===== src/rtl/sac_consts.vh =====
// Register offsets, field positions, reset values and timing counts
`ifndef SAC_CONSTS_VH
`define SAC_CONSTS_VH
`define SAC_OFS_CONTROL 5'h00
`define SAC_OFS_STATUS_CONTROL 5'h04
`define SAC_OFS_RESULT 5'h08
`define SAC_OFS_IRQ_STATUS 5'h0C
`define SAC_OFS_IRQ_MASK 5'h10
`define SAC_OFS_CHANNEL_SELECT 5'h14
`define SAC_ADDR_W 5
`define SAC_BIT_POWER_UP 7
`define SAC_BIT_JUSTIFY 6
`define SAC_BIT_EIGHT_BIT_RESOLUTION_SELECT 5
`define SAC_BIT_SIGNED 4
`define SAC_CONTROL_RESET 8'h00
`define SAC_SC_CONTINUOUS 5
`define SAC_SC_INT_EN 6
`define SAC_SC_CHAN_MSB 4
`define SAC_CONV_PERIODS 5'd28
`define SAC_CONV_TIME_NS 14000
`define SAC_CONV_CLK_KHZ 2000
`define SAC_RESP_OKAY 2'h0
`define SAC_RESP_SLVERR 2'h2
`endif


===== src/rtl/sac_control.v =====
// Converter control: bus slave, prescaler, sequencer, result formatting
//
// What this block does
// - Stop mode aborts conversion, powers analog off
// - Leaving stop starts nothing, registers kept
// - Power-up bit restores operation after stop
// - Power-up clear gates clock, aborts conversion
// - Registers accessible while powered down
// - Power-up bit resets to zero
// - Control write aborts, starts nothing new
// - Left justify maps result high bits
// - Right justify maps bits nine eight low
// - Eight-bit mode uses high byte only
// - Signed mode inverts result MSB
// - Signed ignored when right justified
// - Signed ranges are two's complement spans
// - Prescale field sets clock division
// - Division is two times (prescale plus one)
// - Conversion takes twenty-eight conversion clocks
// - Each channel pin selectable analog or port
// - Status write clears flag, starts conversion
//
// Design decisions made here: the AXI4-Lite register port and the register addresses.
`timescale 1ns/1ps
`include "sac_consts.vh"
// Register map, one 32-bit word each, data in the low bits:
//   0x00 control: power up, justify right, eight bit, signed, prescale
//   0x04 status and control: complete flag (read only), interrupt
//        enable, continuous, channel
//   0x08 result: high byte in 15:8, low byte in 7:0 (read only)
//   0x0C interrupt status, bit 0, write one to clear
//   0x10 interrupt mask, bit 0
//   0x14 analog pin enable, one bit per channel pin
// Only byte lane 0 writes; other offsets answer SLVERR.

module sac_control (
   input wire CLK,
   input wire RST_N,
   input wire STOP_MODE,
   input wire [9:0] CORE_RESULT,
   input wire CORE_DONE,
   output reg CORE_SAMPLE,
   output reg CORE_CONV_CLK,
   output wire ANALOG_ON,
   output wire [2:0] CHANNEL,
   output reg [7:0] ANALOG_PIN_ENABLE,
   output wire IRQ,
   input wire [`SAC_ADDR_W-1:0] S_AXI_AWADDR,
   input wire S_AXI_AWVALID,
   output wire S_AXI_AWREADY,
   input wire [31:0] S_AXI_WDATA,
   input wire [3:0] S_AXI_WSTRB,
   input wire S_AXI_WVALID,
   output wire S_AXI_WREADY,
   output reg [1:0] S_AXI_BRESP,
   output reg S_AXI_BVALID,
   input wire S_AXI_BREADY,
   input wire [`SAC_ADDR_W-1:0] S_AXI_ARADDR,
   input wire S_AXI_ARVALID,
   output wire S_AXI_ARREADY,
   output reg [31:0] S_AXI_RDATA,
   output reg [1:0] S_AXI_RRESP,
   output reg S_AXI_RVALID,
   input wire S_AXI_RREADY
);
   localparam ST_IDLE = 1'b0;
   localparam ST_CONV = 1'b1;

   // Software visible registers
   reg [7:0] control;
   reg [6:0] status_control;
   reg [7:0] result_high_byte;
   reg [7:0] result_low_byte;
   reg conversion_complete_flag;
   reg irq_status;
   reg irq_mask;
   // Sequencer and prescaler state
   reg state;
   reg [4:0] presc_cnt;
   reg [4:0] period_cnt;
   // Write channel items held until their partner arrives
   reg aw_held;
   reg w_held;
   reg [`SAC_ADDR_W-1:0] aw_addr;
   reg [31:0] w_data;
   reg [3:0] w_strb;
   // Combinational results
   reg [7:0] next_high;
   reg [7:0] next_low;
   reg [31:0] rd_word;
   reg rd_ok;
   reg wr_known;

   // Control register fields
   wire converter_power_up = control[`SAC_BIT_POWER_UP];
   wire justify_right_select = control[`SAC_BIT_JUSTIFY];
   wire eight_bit_resolution_select = control[`SAC_BIT_EIGHT_BIT_RESOLUTION_SELECT];
   wire signed_result_select = control[`SAC_BIT_SIGNED];
   wire [3:0] prescale_rate_select = control[3:0];
   // Stop mode overrides power up; registers are never touched by it
   wire running = converter_power_up & ~STOP_MODE;
   // Ticks once per conversion clock half period
   wire presc_tick = presc_cnt == {1'b0, prescale_rate_select};
   wire conv_edge = presc_tick & CORE_CONV_CLK;

   // Write path: address and data taken independently, one at a time.
   // Each ready drops once its item is held and stays low until the
   // response has been accepted, so only one write is ever in flight.
   assign S_AXI_AWREADY = ~aw_held & ~S_AXI_BVALID;
   assign S_AXI_WREADY = ~w_held & ~S_AXI_BVALID;
   wire [`SAC_ADDR_W-1:0] wa = S_AXI_AWVALID & S_AXI_AWREADY ?
      S_AXI_AWADDR : aw_addr;
   wire [31:0] wd = S_AXI_WVALID & S_AXI_WREADY ? S_AXI_WDATA : w_data;
   wire [3:0] ws = S_AXI_WVALID & S_AXI_WREADY ? S_AXI_WSTRB : w_strb;
   wire have_aw = aw_held | (S_AXI_AWVALID & S_AXI_AWREADY);
   wire have_w = w_held | (S_AXI_WVALID & S_AXI_WREADY);
   // A write fires once address and data are both present
   wire wr_fire = have_aw & have_w;
   wire wr_lane0 = wr_fire & ws[0];
   // Registers stay writable in power down and in stop mode
   wire wr_ctl = wr_lane0 & (wa == `SAC_OFS_CONTROL);
   wire wr_sc = wr_lane0 & (wa == `SAC_OFS_STATUS_CONTROL);
   wire wr_ist = wr_lane0 & (wa == `SAC_OFS_IRQ_STATUS);
   wire wr_msk = wr_lane0 & (wa == `SAC_OFS_IRQ_MASK);
   wire wr_pin = wr_lane0 & (wa == `SAC_OFS_CHANNEL_SELECT);
   // Only mapped offsets answer OKAY; the rest take SLVERR and are dropped
   always @* begin
      case (wa)
         `SAC_OFS_CONTROL: wr_known = 1'b1;
         `SAC_OFS_STATUS_CONTROL: wr_known = 1'b1;
         `SAC_OFS_RESULT: wr_known = 1'b1;
         `SAC_OFS_IRQ_STATUS: wr_known = 1'b1;
         `SAC_OFS_IRQ_MASK: wr_known = 1'b1;
         `SAC_OFS_CHANNEL_SELECT: wr_known = 1'b1;
         default: wr_known = 1'b0;
      endcase
   end
   // Last falling conversion clock edge of the period count
   wire finish = (state == ST_CONV) & conv_edge &
      (period_cnt == `SAC_CONV_PERIODS - 5'd1);
   // Control write or power loss cancels; status write restarts
   wire abort = wr_ctl | ~running;

   // Read ready, analog enable, channel and interrupt outputs
   assign S_AXI_ARREADY = ~S_AXI_RVALID;
   assign ANALOG_ON = running & (state == ST_CONV);
   assign CHANNEL = status_control[2:0];
   assign IRQ = irq_status & irq_mask;

   // Bus write handshake and register writes. Every register takes lane
   // 0 only; a write to a read-only or unmapped word changes nothing,
   // and registers stay reachable in power down and stop mode alike.
   always @(posedge CLK) begin
      if (!RST_N) begin
         aw_held <= 1'b0;
         w_held <= 1'b0;
         aw_addr <= {`SAC_ADDR_W{1'b0}};
         w_data <= 32'h00000000;
         w_strb <= 4'h0;
         S_AXI_BVALID <= 1'b0;
         S_AXI_BRESP <= `SAC_RESP_OKAY;
         control <= `SAC_CONTROL_RESET;
         status_control <= 7'h00;
         irq_mask <= 1'b0;
         ANALOG_PIN_ENABLE <= 8'h00;
      end else begin
         // Capture each item on its own handshake
         if (S_AXI_AWVALID & S_AXI_AWREADY) begin
            aw_addr <= S_AXI_AWADDR;
         end
         if (S_AXI_WVALID & S_AXI_WREADY) begin
            w_data <= S_AXI_WDATA;
            w_strb <= S_AXI_WSTRB;
         end
         // Response once both halves are in hand
         if (wr_fire) begin
            aw_held <= 1'b0;
            w_held <= 1'b0;
            S_AXI_BVALID <= 1'b1;
            S_AXI_BRESP <= wr_known ? `SAC_RESP_OKAY : `SAC_RESP_SLVERR;
         end else begin
            aw_held <= have_aw;
            w_held <= have_w;
            if (S_AXI_BREADY) begin
               S_AXI_BVALID <= 1'b0;
            end
         end
         // Register updates; the control write also aborts a conversion
         if (wr_ctl) begin
            control <= wd[7:0];
         end
         if (wr_sc) begin
            status_control <= wd[6:0];
         end
         if (wr_msk) begin
            irq_mask <= wd[0];
         end
         if (wr_pin) begin
            ANALOG_PIN_ENABLE <= wd[7:0];
         end
      end
   end

   // Prescaler: bus clock divided by 2*(field+1). The clock is held low
   // outside a conversion as well as in power down, which saves power
   // and lets every conversion start from a known low phase.
   always @(posedge CLK) begin
      if (!RST_N || !running || state != ST_CONV) begin
         presc_cnt <= 5'd0;
         CORE_CONV_CLK <= 1'b0;
      end else if (presc_tick) begin
         // Half period reached: flip the conversion clock
         presc_cnt <= 5'd0;
         CORE_CONV_CLK <= ~CORE_CONV_CLK;
      end else begin
         presc_cnt <= presc_cnt + 5'd1;
      end
   end

   // Result formatting by resolution, justification and sign. Eight-bit
   // mode always sits left justified in the high byte, so the justify
   // bit only gates the sign there; the sign applies only while justify is clear.
   always @* begin
      // Left justified by default: bits 9..2 high, bits 1..0 on top of low
      next_high = CORE_RESULT[9:2];
      next_low = {CORE_RESULT[1:0], 6'h00};
      if (eight_bit_resolution_select) begin
         // Eight bits only; the low byte reads zero
         next_low = 8'h00;
         if (signed_result_select & ~justify_right_select) begin
            next_high[7] = ~CORE_RESULT[9];
         end
      end else if (justify_right_select) begin
         // Right justified ten bits, always unsigned
         next_high = {6'h00, CORE_RESULT[9:8]};
         next_low = CORE_RESULT[7:0];
      end else if (signed_result_select) begin
         // Two's complement by flipping the top result bit
         next_high[7] = ~CORE_RESULT[9];
      end
   end

   // Sequencer: a period count of 28 conversion clocks per result.
   // Abort, from a control write or power loss, wins over a status write
   // in the same cycle; leaving stop mode never restarts on its own.
   always @(posedge CLK) begin
      if (!RST_N) begin
         state <= ST_IDLE;
         period_cnt <= 5'd0;
         CORE_SAMPLE <= 1'b0;
         result_high_byte <= 8'h00;
         result_low_byte <= 8'h00;
         conversion_complete_flag <= 1'b0;
      end else begin
         // Sample strobe is a single cycle pulse
         CORE_SAMPLE <= 1'b0;
         if (abort) begin
            state <= ST_IDLE;
            period_cnt <= 5'd0;
            // A status write still clears the flag while nothing may run
            if (wr_sc) begin
               conversion_complete_flag <= 1'b0;
            end
         end else if (wr_sc) begin
            state <= ST_CONV;
            period_cnt <= 5'd0;
            CORE_SAMPLE <= 1'b1;
            conversion_complete_flag <= 1'b0;
         end else if (finish) begin
            // Result bytes and flag land on the same edge
            result_high_byte <= next_high;
            result_low_byte <= next_low;
            conversion_complete_flag <= 1'b1;
            period_cnt <= 5'd0;
            // Continuous mode restarts at once, single mode idles
            if (status_control[`SAC_SC_CONTINUOUS]) begin
               CORE_SAMPLE <= 1'b1;
            end else begin
               state <= ST_IDLE;
            end
         end else if (state == ST_CONV && conv_edge) begin
            period_cnt <= period_cnt + 5'd1;
         end
      end
   end

   // Sticky interrupt: set beats a write-one clear so no completion is
   // lost. A status write cancels a pending request and drops a finish
   // in the same cycle, because that write restarts the conversion.
   always @(posedge CLK) begin
      if (!RST_N) begin
         irq_status <= 1'b0;
      end else if (finish & ~abort & ~wr_sc &
         status_control[`SAC_SC_INT_EN]) begin
         irq_status <= 1'b1;
      end else if ((wr_ist & wd[0]) | wr_sc) begin
         irq_status <= 1'b0;
      end
   end

   // Read data mux; unused upper bits read zero, unmapped offsets SLVERR
   always @* begin
      rd_word = 32'h00000000;
      rd_ok = 1'b1;
      case (S_AXI_ARADDR)
         `SAC_OFS_CONTROL: begin
            rd_word[7:0] = control;
         end
         `SAC_OFS_STATUS_CONTROL: begin
            rd_word[7:0] = {conversion_complete_flag, status_control};
         end
         `SAC_OFS_RESULT: begin
            rd_word[15:0] = {result_high_byte, result_low_byte};
         end
         `SAC_OFS_IRQ_STATUS: begin
            rd_word[0] = irq_status;
         end
         `SAC_OFS_IRQ_MASK: begin
            rd_word[0] = irq_mask;
         end
         `SAC_OFS_CHANNEL_SELECT: begin
            rd_word[7:0] = ANALOG_PIN_ENABLE;
         end
         default: begin
            rd_ok = 1'b0;
         end
      endcase
   end

   // Read channel: answer one cycle after address is taken; the word is
   // captured at that edge so later register changes cannot tear it
   always @(posedge CLK) begin
      if (!RST_N) begin
         S_AXI_RVALID <= 1'b0;
         S_AXI_RDATA <= 32'h00000000;
         S_AXI_RRESP <= `SAC_RESP_OKAY;
      end else if (S_AXI_ARVALID & S_AXI_ARREADY) begin
         S_AXI_RVALID <= 1'b1;
         S_AXI_RDATA <= rd_word;
         S_AXI_RRESP <= rd_ok ? `SAC_RESP_OKAY : `SAC_RESP_SLVERR;
      end else if (S_AXI_RREADY) begin
         // Data held until the master takes it
         S_AXI_RVALID <= 1'b0;
      end
   end
endmodule


===== config.mk =====
export PLATFORM = sky130hd
export DESIGN_NAME = sac_control
export DESIGN_NICKNAME = d
export VERILOG_FILES = /design/src/rtl/sac_control.v
export VERILOG_INCLUDE_DIRS = /design/src /design/src/rtl
export SDC_FILE = /design/constraint.sdc
export NUM_CORES = 1
export LEC_CHECK = 0
export BUFFER_PORTS_ARGS = -buffer_cell sky130_fd_sc_hd__buf_2
export CAP_MARGIN = 5
export CELL_PAD_IN_SITES_DETAIL_PLACEMENT = 0
export CELL_PAD_IN_SITES_GLOBAL_PLACEMENT = 1
export CORE_MARGIN = 3
export CORE_UTILIZATION = 42
export CTS_CLUSTER_DIAMETER = 50
export DETAILED_ROUTE_END_ITERATION = 16
export GPL_ROUTABILITY_DRIVEN = 0
export PLACE_DENSITY = 0.89
export SLEW_MARGIN = 20
export SYNTH_ARGS = -nofsm -noshare
export SYNTH_HDL_FRONTEND = slang
export SYNTH_SLANG_ARGS = --single-unit

===== constraint.sdc =====
create_clock -name CLK -period 3.2 [get_ports CLK]
set_input_delay 0.16 -clock CLK [delete_from_list [all_inputs] [get_ports CLK]]
set_output_delay 0.16 -clock CLK [all_outputs]
set_load 0.005 [all_outputs]

-- Word level (Yosys, flattened, before mapping)
Cells that the tools add are included.
- add/subtract/negate cells: 2
- $mul: 0
- div/mod/pow operators: 0
- order comparisons: 0
- equality and inequality tests: 14
- shift operators: 0
- muxes and demuxes: 34
- bitwise operators: 40
- reductions and logical operators: 20
- operators with widths (operator ; number):
    8-bit 2-to-1 mux ; 4
    7-bit case mux with 4 select lines ; 1
    5-bit equality test (second input constant) ; 5
    1-bit bitwise AND ; 23
    1-bit 2-to-1 mux ; 23
    5-bit by 4-bit equality test with 1-bit output (second input constant) ; 4
    7-bit 2-to-1 mux ; 2
    1-bit inverter ; 13
    6-bit OR reduction ; 2
    5-bit by 1-bit adder with 5-bit output (second input constant) ; 2
    5-bit by 3-bit equality test with 1-bit output (second input constant) ; 2
    5-bit zero test ; 2
    2-bit nonzero test ; 4
    1-bit case mux with 6 select lines ; 1
    2-bit OR reduction ; 3
    5-bit by 4-bit equality test with 1-bit output ; 1
    5-bit 2-to-1 mux ; 1
    2-bit 2-to-1 mux ; 2
    1-bit bitwise OR ; 4
    2-bit AND reduction ; 2
    4-bit OR reduction ; 1
    3-bit AND reduction ; 1
    1-bit zero test ; 2
    1-bit logical OR ; 2
    3 further kinds ; 3
- register bits after elaboration: 93
- bits in latches: 0
- RAM bits: 0
- bits in read-only memories: 0
- bits of input ports: 65
- output and inout port bits: 56
- word-level logic and storage cells: 133
- memories: 0

-- Depth between registers and ports, before layout
Gate-level depths: netlist (run 1).
- depth in word-level cells: 13
- mapped depth: 8
- depth with buffers taken out: 6

-- Worst setup path after synthesis (run 1)
OpenSTA, ideal clock, no wires.
- path kind: register to register
- start: reg S_AXI_BVALID
- end: reg result_high_byte[3]
- setup time: 0.072 ns
- data arrival time: 1.893 ns
- required time: 3.128 ns
- path slack: 1.235 ns
- cell stages (with the launch flop): 9
- path buffers: 3
- clock period less this slack: 1.965 ns
- path through: dfxtp_1 nor3b_2 buf_6 mux2i_4 and4bb_4 a21o_1 buf_6 buf_6 mux2i_1
- longest elaborated chain between the ends: 10
- elaborated cells on any way between the ends: 19
- classes of those cells: eq/ne: 1; mux: 2; bitwise: 14; reduce/logical: 2
- ends and longest elaborated chain (what ; RTL line ; RTL):
    start: declaration ; sac_control.v:56 ; output reg S_AXI_BVALID,
    start signal: assignment ; sac_control.v:160 ; S_AXI_BVALID <= 1'b0;
    start signal: assignment ; sac_control.v:179 ; S_AXI_BVALID <= 1'b1;
    start signal: assignment ; sac_control.v:185 ; S_AXI_BVALID <= 1'b0;
    1-bit inverter (*) ; sac_control.v:109, sac_control.v:110 ;
    1-bit bitwise AND (on tied branches) ; sac_control.v:109, sac_control.v:110 ;
    1-bit bitwise AND (on tied branches) ; - ;
    1-bit bitwise OR (on tied branches) ; sac_control.v:115, sac_control.v:116 ;
    1-bit bitwise AND ; sac_control.v:118 ; wire wr_fire = have_aw & have_w;
    1-bit bitwise AND ; sac_control.v:119 ; wire wr_lane0 = wr_fire & ws[0];
    1-bit bitwise AND ; sac_control.v:121 ; wire wr_ctl = wr_lane0 & (wa == `SAC_OFS_CONTROL);
    1-bit bitwise OR ; sac_control.v:142 ; wire abort = wr_ctl | ~running;
    1-bit inverter (no source line) ; - ;
    3-bit AND reduction (no source line) (*) ; - ;
    end signal: assignment ; sac_control.v:271 ; result_high_byte <= next_high;
    end: declaration ; sac_control.v:72 ; reg [7:0] result_high_byte;
Every way passes the cells marked *; elsewhere a longest branch is shown, timed or not.
A chain may end at the register's enable or synchronous reset.

-- Worst setup path in the final report (run 1)
- start: reg S_AXI_BVALID
- end: reg result_low_byte[3]
- longest elaborated chain between the ends: 10
- elaborated cells on any way between the ends: 19
- classes of those cells: eq/ne: 1; mux: 2; bitwise: 14; reduce/logical: 2
- ends and longest elaborated chain (what ; RTL line ; RTL):
    1-bit inverter (*) ; sac_control.v:109, sac_control.v:110 ;
    1-bit bitwise AND (on tied branches) ; sac_control.v:109, sac_control.v:110 ;
    1-bit bitwise AND (on tied branches) ; - ;
    1-bit bitwise OR (on tied branches) ; sac_control.v:115, sac_control.v:116 ;
    1-bit bitwise AND ; sac_control.v:118 ;
    1-bit bitwise AND ; sac_control.v:119 ;
    1-bit bitwise AND ; sac_control.v:121 ;
    1-bit bitwise OR ; sac_control.v:142 ;
    1-bit inverter (no source line) ; - ;
    3-bit AND reduction (no source line) (*) ; - ;
    end signal: assignment ; sac_control.v:272 ; result_low_byte <= next_low;
    end: declaration ; sac_control.v:73 ; reg [7:0] result_low_byte;
Marked as above.

==> results.cfg, run 1 <==
[timing]
setup-tns-final_ns = 0
timing.final.crit_share_pct = 77.5
setup_ws_ns = 0.720
fin_crit_ns = 2.48
rsz0062_at_grt = no
clock_skew_ns = 0.00896
slew_viol_final = 0
tightest_slew_ns = 1.04
slew_headroom_pct = 30.3
setup_violations = 0
final_hold_viol_count = 0
clock.fmax_mhz = 403

[die]
coreArea_sq_mm = 0.00950
boundaryPins = 121
start_util_pct = 44.3
fp-row-count = 35
die_w_um = 106
design.die.area_sq_mm = 0.0112
die_y_um = 106

[synthesis]
ys_seq_area_share_pct = 43.3
syn_inst = 452
yosysWarningCount = 0
synthArstFlopShare_pct = 0
ys.flop_type = dfxtp_1
synth-seq-cells = 91
synth_cell_types = 52
syn_avg_cell_area_sq_um = 9.30
netlist_area_sq_mm = 0.00421
synth-edff-count = 0

[setup_path]
reg2reg_depth = 6
critPathKind = register to register
worstPathMaxFanout = 17
slowest_stage = a21o_1
critPathCapture = result_low_byte[3]
cp-end-kind = register
path_cells = nor3b_2, buf_4, mux2i_4, and4bb_4, a21o_1, mux2i_1
r2r-end = result_low_byte[3]
worstPathRequired_ns = 3.48
cp-start-kind = register
critPathArrivalTime_ns = 2.76
critPathMaxStageDelay_ns = 0.67
startpoint = S_AXI_BVALID
rr_startpoint = S_AXI_BVALID
reg2reg_slack_ns = 0.72

[layout]
num_antenna_cells = 0
layout_common_cells = 91 x dfxtp_1, 74 x buf_2, 71 x nand2_1, 51 x mux2i_1, 37 x nor2_1
layout-drive-gt1-share_pct = 22.1
fin_nets = 582
final_util_pct = 50.0
post-route-cell-area_sq_mm = 0.00475
layout_commonest_cell = dfxtp_1
synthToLayoutAreaGrowth_pct = 12.9

[power_and_ir_drop]
p_comb_share_pct = 10.1
swShare_pct = 24.5
p_leak_nw = 2.14
p_int_mw = 1.66
clockPowerShare_pct = 36.5
power_density_mw_per_mm2 = 463
ir_drop_uv = 232
p_seq_share_pct = 53.4
p_sw_uw = 539

[routing]
vias_per_cell = 5.06
drc_errors = 0
drtIter0Drc = 176
via_count = 3285
wl_per_cell_um = 14.8
antenna_left = 0
totalWireLength_mm = 9.62
dr.pass1.iters = 5

[min_path]
hold_path.class = input pin to register

[clock_tree]
htreeDepth = 3
cts_tree = done
cts_resized = 0
clock-sinks = 91
cts_root_buf = clkbuf_8
cts_buffer_depth = 2
postCtsSetupBuffers = 0
clkLatencyLatePin_ns = 0.35
cts_made_buffers = 9
clkTransAtPathRegs_ns = 0.09

[grt]
grt_start_max_net_pins = 53
grt_pass1_wl_mm = 15.4
grtUsageTotal_pct = 17.2
grt_pass1_vias = 3123
grt-ovfl-total = 0
grt_antenna_before_repair = 0

[placement]
portBuffers = 74
hpwl_mm = 7.14
pre_cts_slack_ns = 0.721
dpl_cell_area_sq_mm = 0.00453

[status]
status = complete, no violations

[job]
max_cap_violations = 0
cells by family after synthesis:
| logic type | count (synthesis) | synth area share [%] |
|---|---|---|
| mux | 66 | 16.5 |
| xor+xnor | 12 | 2.50 |
| fa+ha+maj | 2 | 0.595 |
| buf+inv | 62 | 8.96 |
| other cells | 1 | 0.0892 |
| compound gates | 56 | 9.43 |
| flops | 91 | 43.3 |
| simple gates | 162 | 18.6 |
cell type report:
class	instances	area (sq um)
Tap cell	129	161
Timing Repair Buffer	80	418
Multi-Input combinational cell	316	2080
Fill cell	906	4760
Clock inverter	3	46.3
Clock buffer	13	159
Inverter	17	63.8
Sequential cell	91	1820
worst max-delay path, delay by kind of cell, from the launching register on:
kind            cells  cell delay, ns
compound gates      1            0.67
mux                 2            0.61
simple gates        2            0.53
flops               1            0.39
buf+inv             1            0.22
stage by stage:
step	power (mW)	instances	hold WS, ns
2_1_floorplan	1.36	469	0.260
6_report	2.20	649	0.0548
3_3_place_gp	1.41	632	0.351
4_1_cts	2.21	649	0.0418
3_5_place_dp	1.42	632	0.357
5_1_grt	2.29	649	0.0503
state kept, by name, indices dropped and copies added, names as in the netlist:
name,count
S_AXI_RDATA,16
ANALOG_PIN_ENABLE,8
control,8
result_high_byte,8
result_low_byte,8
w_data,8
status_control,7
aw_addr,5
period_cnt,5
presc_cnt,5
CORE_CONV_CLK,1
CORE_SAMPLE,1
S_AXI_BRESP,1
S_AXI_BVALID,1
S_AXI_RRESP,1
S_AXI_RVALID,1
aw_held,1
conversion_complete_flag,1
irq_mask,1
irq_status,1
state,1
w_held,1
w_strb,1
cell usage after synthesis, types with 2 or more instances:
cell type / instances / area, sq um
nor3b_2: 2 / 25.0
nand4_1: 4 / 25.0
inv_1: 17 / 63.8
or3_1: 3 / 18.8
xor2_1: 9 / 78.8
nand2_1: 71 / 267
nor2b_1: 11 / 68.8
nand2b_1: 3 / 18.8
a22oi_1: 2 / 15.0
ha_1: 2 / 25.0
a221oi_1: 7 / 61.3
o21ai_0: 5 / 25.0
nor2_1: 37 / 139
and2_1: 3 / 18.8
o21a_1: 2 / 15.0
clkbuf_1: 11 / 41.3
a2bb2oi_1: 7 / 61.3
xnor2_1: 3 / 26.3
nand3_1: 16 / 80.1
buf_4: 22 / 165
buf_1: 3 / 11.3
and3_1: 3 / 18.8
o31ai_1: 2 / 15.0
mux2i_1: 51 / 510
mux2i_2: 2 / 27.5
buf_6: 5 / 56.3
dfxtp_1: 91 / 1820
mux2_2: 12 / 135
a21oi_1: 13 / 65.1
a31oi_1: 2 / 12.5
a211oi_1: 9 / 67.6
dlygate4sd3_1: 2 / 20.0
metal layers:
metal | GRT usage (%) | routed length, um
met5 | 0 | 0
met4 | 6.20 | 218
met3 | 3.83 | 466
met2 | 29.0 | 4600
met1 | 21.7 | 4340
power groups by stage:
stage	clock (mW)	sequential (mW)	combinational, mW
after global placement	0	1.20	0.214
after floorplan	0	1.20	0.167
after detailed placement	0	1.20	0.221
after global routing	0.870	1.18	0.244
after CTS	0.816	1.17	0.222
final	0.802	1.17	0.222
worst min-delay path by stage:
stage	from	depth (start not counted)	slack (ns)	end
2_1_floorplan	S_AXI_RREADY	1	0.26	S_AXI_RVALID
3_3_place_gp	S_AXI_RREADY	2	0.35	S_AXI_RVALID
3_5_place_dp	S_AXI_RREADY	2	0.36	S_AXI_RVALID
4_1_cts	CORE_RESULT[8]	3	0.04	result_high_byte[6]
5_1_grt	CORE_RESULT[5]	3	0.05	result_high_byte[3]
6_report	CORE_RESULT[8]	3	0.05	result_high_byte[6]
repair_timing:
item,CTS,global route
endpoints found under the hold margin,1,0
hold buffers,1,0
setup endpoints to repair,0,0
(Power assumes the default switching activity.)
==> run 2, diff against run 1 <==
--- a/config.mk
+++ b/config.mk
@@ -11,11 +11,11 @@
 export CELL_PAD_IN_SITES_DETAIL_PLACEMENT = 0
 export CELL_PAD_IN_SITES_GLOBAL_PLACEMENT = 1
 export CORE_MARGIN = 3
-export CORE_UTILIZATION = 42
+export CORE_UTILIZATION = 35
 export CTS_CLUSTER_DIAMETER = 50
 export DETAILED_ROUTE_END_ITERATION = 16
 export GPL_ROUTABILITY_DRIVEN = 0
-export PLACE_DENSITY = 0.89
+export PLACE_DENSITY = 0.79
 export SLEW_MARGIN = 20
 export SYNTH_ARGS = -nofsm -noshare
 export SYNTH_HDL_FRONTEND = slang
==> constraint.sdc (replaced) <==
create_clock -name CLK -period 2.2 [get_ports CLK]
set_input_delay 0.11 -clock CLK [delete_from_list [all_inputs] [get_ports CLK]]
set_output_delay 0.11 -clock CLK [all_outputs]
set_load 0.005 [all_outputs]
==> results.cfg, run 2 (synthesis results as in run 1) <==
[routing]
wl_per_cell_um = 14.5
drtIter0Drc = 172
dr.pass1.iters = 4
vias_per_cell = 4.85
via_count = 3299
totalWireLength_mm = 9.87
drc_errors = 0
antenna_left = 0

[timing]
slew_headroom_pct = 51.3
slew_viol_final = 0
setup_violations = 0
fin_crit_ns = 2.07
clock_skew_ns = 0.0103
clock.fmax_mhz = 482
final_hold_viol_count = 0
tightest_slew_ns = 0.730
setup-tns-final_ns = 0
rsz0062_at_grt = no
timing.final.crit_share_pct = 94.3

[min_path]
hp-start = CORE_RESULT[4]
hold_path.class = input pin to register

[clock_tree]
clock-sinks = 91
cts_made_buffers = 9
cts_tree = done
htreeDepth = 3
cts_buffer_depth = 2
cts_root_buf = clkbuf_16
clkTransAtPathRegs_ns = 0.07
clkLatencyLatePin_ns = 0.35

[layout]
largest_register_ffs = 16
layout_commonest_cell = dfxtp_1
final_util_pct = 43.2
fin_nets = 599
layout_common_cells = 91 x dfxtp_1, 74 x buf_2, 71 x nand2_1, 51 x mux2i_1, 37 x nor2_1
largest_register = S_AXI_RDATA
num_antenna_cells = 0
synthToLayoutAreaGrowth_pct = 18.7
layout-drive-gt1-share_pct = 25.0

[status]
status = complete, no violations

[power_and_ir_drop]
p_leak_nw = 2.26
power_density_mw_per_mm2 = 710
ir_drop_uv = 331

[die]
start_util_pct = 36.4
boundaryPins = 121
fp-row-count = 39
coreArea_sq_mm = 0.0116
die_y_um = 116
design.die.area_sq_mm = 0.0134
die_w_um = 116

[job]
max_cap_violations = 0

[grt]
grt_pass1_vias = 3202
grt_pass1_wl_mm = 15.9
grt_start_max_net_pins = 53
grt-ovfl-total = 0
grt_antenna_before_repair = 0
grtUsageTotal_pct = 15.2

[setup_path]
worstPathRequired_ns = 2.45
path_cells = buf_4, nor3b_2, mux2i_2, and4bb_4, a21o_1, buf_12, a211oi_1
cp-end-kind = register
cp-start-kind = register
startpoint = S_AXI_BVALID
slowest_stage = mux2i_2
critPathArrivalTime_ns = 2.33
worstPathMaxFanout = 17
rr_startpoint = S_AXI_BVALID
critPathKind = register to register
critPathMaxStageDelay_ns = 0.33

[placement]
portBuffers = 74
hpwl_mm = 7.28
## run 2: worst max-delay path: cells and delay by family (launching register included)
family | cells | cell delay [ns]
AOI/OAI and AO/OA | 2 | 0.44
DFF | 1 | 0.32
and+or+nand+nor | 2 | 0.58
buffers and inverters | 2 | 0.31
muxes | 1 | 0.33
## run 2: layer usage
layer	GRT usage [%]	vias to the layer above	share of wire (%)
met1	20.0	1540	45
met5	0	-	0
met2	24.8	80	48
li1	-	1668	-
met4	4.64	0	1.2
met3	3.60	11	5.9
## run 2: through the flow
stage	instances	power [mW]	setup WS, ns	hold slack (ns)	cell area [sq um]
6_report	680	3.54	0.125	0.0176	4990
5_1_grt	680	3.70	0.00279	0.0128	4990
4_1_cts	678	3.58	0.0884	0.0115	4980
3_5_place_dp	661	2.09	0.126	0.305	4680
3_3_place_gp	661	2.08	0.160	0.300	4680
2_1_floorplan	469	1.98	0.235	0.210	4270
## run 2: repair_timing
item,4_1_cts,5_1_grt
gates resized for setup,0,1
endpoints found under the hold margin,1,0
buffers inserted,0,2
hold buffers,1,0
setup endpoints to repair,0,3
## run 2: where the power goes
part / switching, mW / internal (mW)
logic: 0.191 / 0.163
clock network: 0.700 / 0.786
registers: 0.0214 / 1.68
## run 2: worst paths after layout
path | endpoint | slack (ns) | cells after the start
setup / recovery | result_high_byte[0] | 0.13 | 7
setup reg to reg | result_high_byte[0] | 0.13 | 7
hold / removal | result_high_byte[2] | 0.02 | 3
hold reg to reg | S_AXI_RDATA[9] | 0.45 | 2
## run 2: cell type report
| type | count | area, sq um |
|---|---|---|
| fillers | 1149 | 6570 |
| multi-input cells | 316 | 2070 |
| flip-flops and latches | 91 | 1820 |
| repair buffers | 97 | 571 |
| clock buffers | 9 | 225 |
| well taps | 143 | 179 |
| inverters | 17 | 63.8 |
| clock inverters | 7 | 60.1 |
==> run 3, diff against run 2 <==
==> constraint.sdc (replaced) <==
create_clock -name CLK -period 2.2 [get_ports CLK]
set_input_delay 0.44 -clock CLK [delete_from_list [all_inputs] [get_ports CLK]]
set_output_delay 0.44 -clock CLK [all_outputs]
set_load 0.005 [all_outputs]
==> results.cfg, run 3 (synthesis results as in run 1) <==
[die]
fp-row-count = 39
coreArea_sq_mm = 0.0116
boundaryPins = 121
start_util_pct = 36.4
die_y_um = 116
design.die.area_sq_mm = 0.0134
die_w_um = 116

[layout]
num_antenna_cells = 0
layout-drive-gt1-share_pct = 25.8
final_util_pct = 44.2
layout_common_cells = 91 x dfxtp_1, 74 x buf_2, 71 x nand2_1, 51 x mux2i_1, 37 x nor2_1
largest_register_ffs = 16
post-route-cell-area_sq_mm = 0.00511
synthToLayoutAreaGrowth_pct = 21.6
layout_commonest_cell = dfxtp_1
instances_no_fill = 685
fin_nets = 604
largest_register = S_AXI_RDATA

[clock_tree]
cts_buffer_depth = 2
cts_root_buf = clkbuf_16
clkLatencyLatePin_ns = 0.34
cts_made_buffers = 9
hold_buffers = 0
htreeDepth = 3
clock-sinks = 91
clkTransAtPathRegs_ns = 0.07
cts_tree = done

[placement]
dp.cells = 666
hpwl_mm = 7.67
dpl_cell_area_sq_mm = 0.00473
pre_cts_slack_ns = 0.00354
portBuffers = 74

[routing]
drtIter0Drc = 161
antenna_left = 0
vias_per_cell = 4.84
dr.pass1.iters = 4
wl_per_cell_um = 14.7
totalWireLength_mm = 10.1
via_count = 3315
drc_errors = 0

[setup_path]
startpoint = S_AXI_BVALID
worstPathMaxFanout = 8
critPathArrivalTime_ns = 2.29
worstPathRequired_ns = 2.43
critPathKind = register to register
reg2reg_depth = 7
cp-end-kind = register
rr_startpoint = S_AXI_BVALID
cp-start-kind = register

[timing]
setup-tns-final_ns = 0
setup_ws_ns = 0.136
timing.final.crit_share_pct = 93.8
fin_crit_ns = 2.06
final_hold_viol_count = 0
setup_violations = 0
slew_viol_final = 0
rsz0062_at_grt = no
hold_ws_ns = 0.280
clock.fmax_mhz = 485
tightest_slew_ns = 0.613
clock_skew_ns = 0.00587
slew_headroom_pct = 59.1

[job]
max_cap_violations = 0

[grt]
grt-ovfl-total = 0
grt_pass1_wl_mm = 16.2
grt_antenna_before_repair = 0
grt_start_max_net_pins = 39
grtUsageTotal_pct = 15.5
grt_pass1_vias = 3210

[status]
status = complete, no violations

[power_and_ir_drop]
power_density_mw_per_mm2 = 739
ir_drop_uv = 299
power_mw = 3.78
p_leak_nw = 2.33

[min_path]
hold_path.class = input pin to register
min_path_cells = 2
hp-start = S_AXI_RREADY
[run 3: what timing repair did]
action,in CTS,in global routing
setup endpoints to repair,0,13
resized for setup,0,3
endpoints found under the hold margin,0,0
setup buffers,0,3
[run 3: critical path: stages, from the launching register on]
cell and delay, ns:
dfxtp_1 0.39, nor3b_2 0.24, buf_6 0.18, mux2i_4 0.28, nand4bb_4 0.16, or3_1 0.38
buf_4 0.19, mux2i_1 0.14
[run 3: layer usage]
layer	global-route usage, %	up-vias	wire length, um
met5	0	-	0
met4	6.65	0	199
met3	3.08	14	430
met2	24.3	68	4600
met1	20.9	1552	4850
li1	-	1681	-
[run 3: cell type report]
class | count | area [sq um]
Clock buffer | 10 | 239
Tap cell | 143 | 179
Inverter | 17 | 63.8
Fill cell | 1107 | 6450
Clock inverter | 6 | 93.8
Multi-Input combinational cell | 316 | 2080
Sequential cell | 91 | 1820
Timing Repair Buffer | 102 | 634
[run 3: worst paths after layout]
path                               end  slack (ns)
setup reg to reg  ANALOG_PIN_ENABLE[5]        0.14
hold reg to reg        S_AXI_RDATA[13]        0.45
hold / removal            S_AXI_RVALID        0.28
setup / recovery  ANALOG_PIN_ENABLE[5]        0.14
[run 3: report_power, final]
part / leakage [nW] / total, mW / switching (mW) / internal, mW
combinational: 1.43 / 0.363 / 0.190 / 0.174
sequential: 0.737 / 1.71 / 0.0250 / 1.68
clock: 0.160 / 1.71 / 0.671 / 1.04
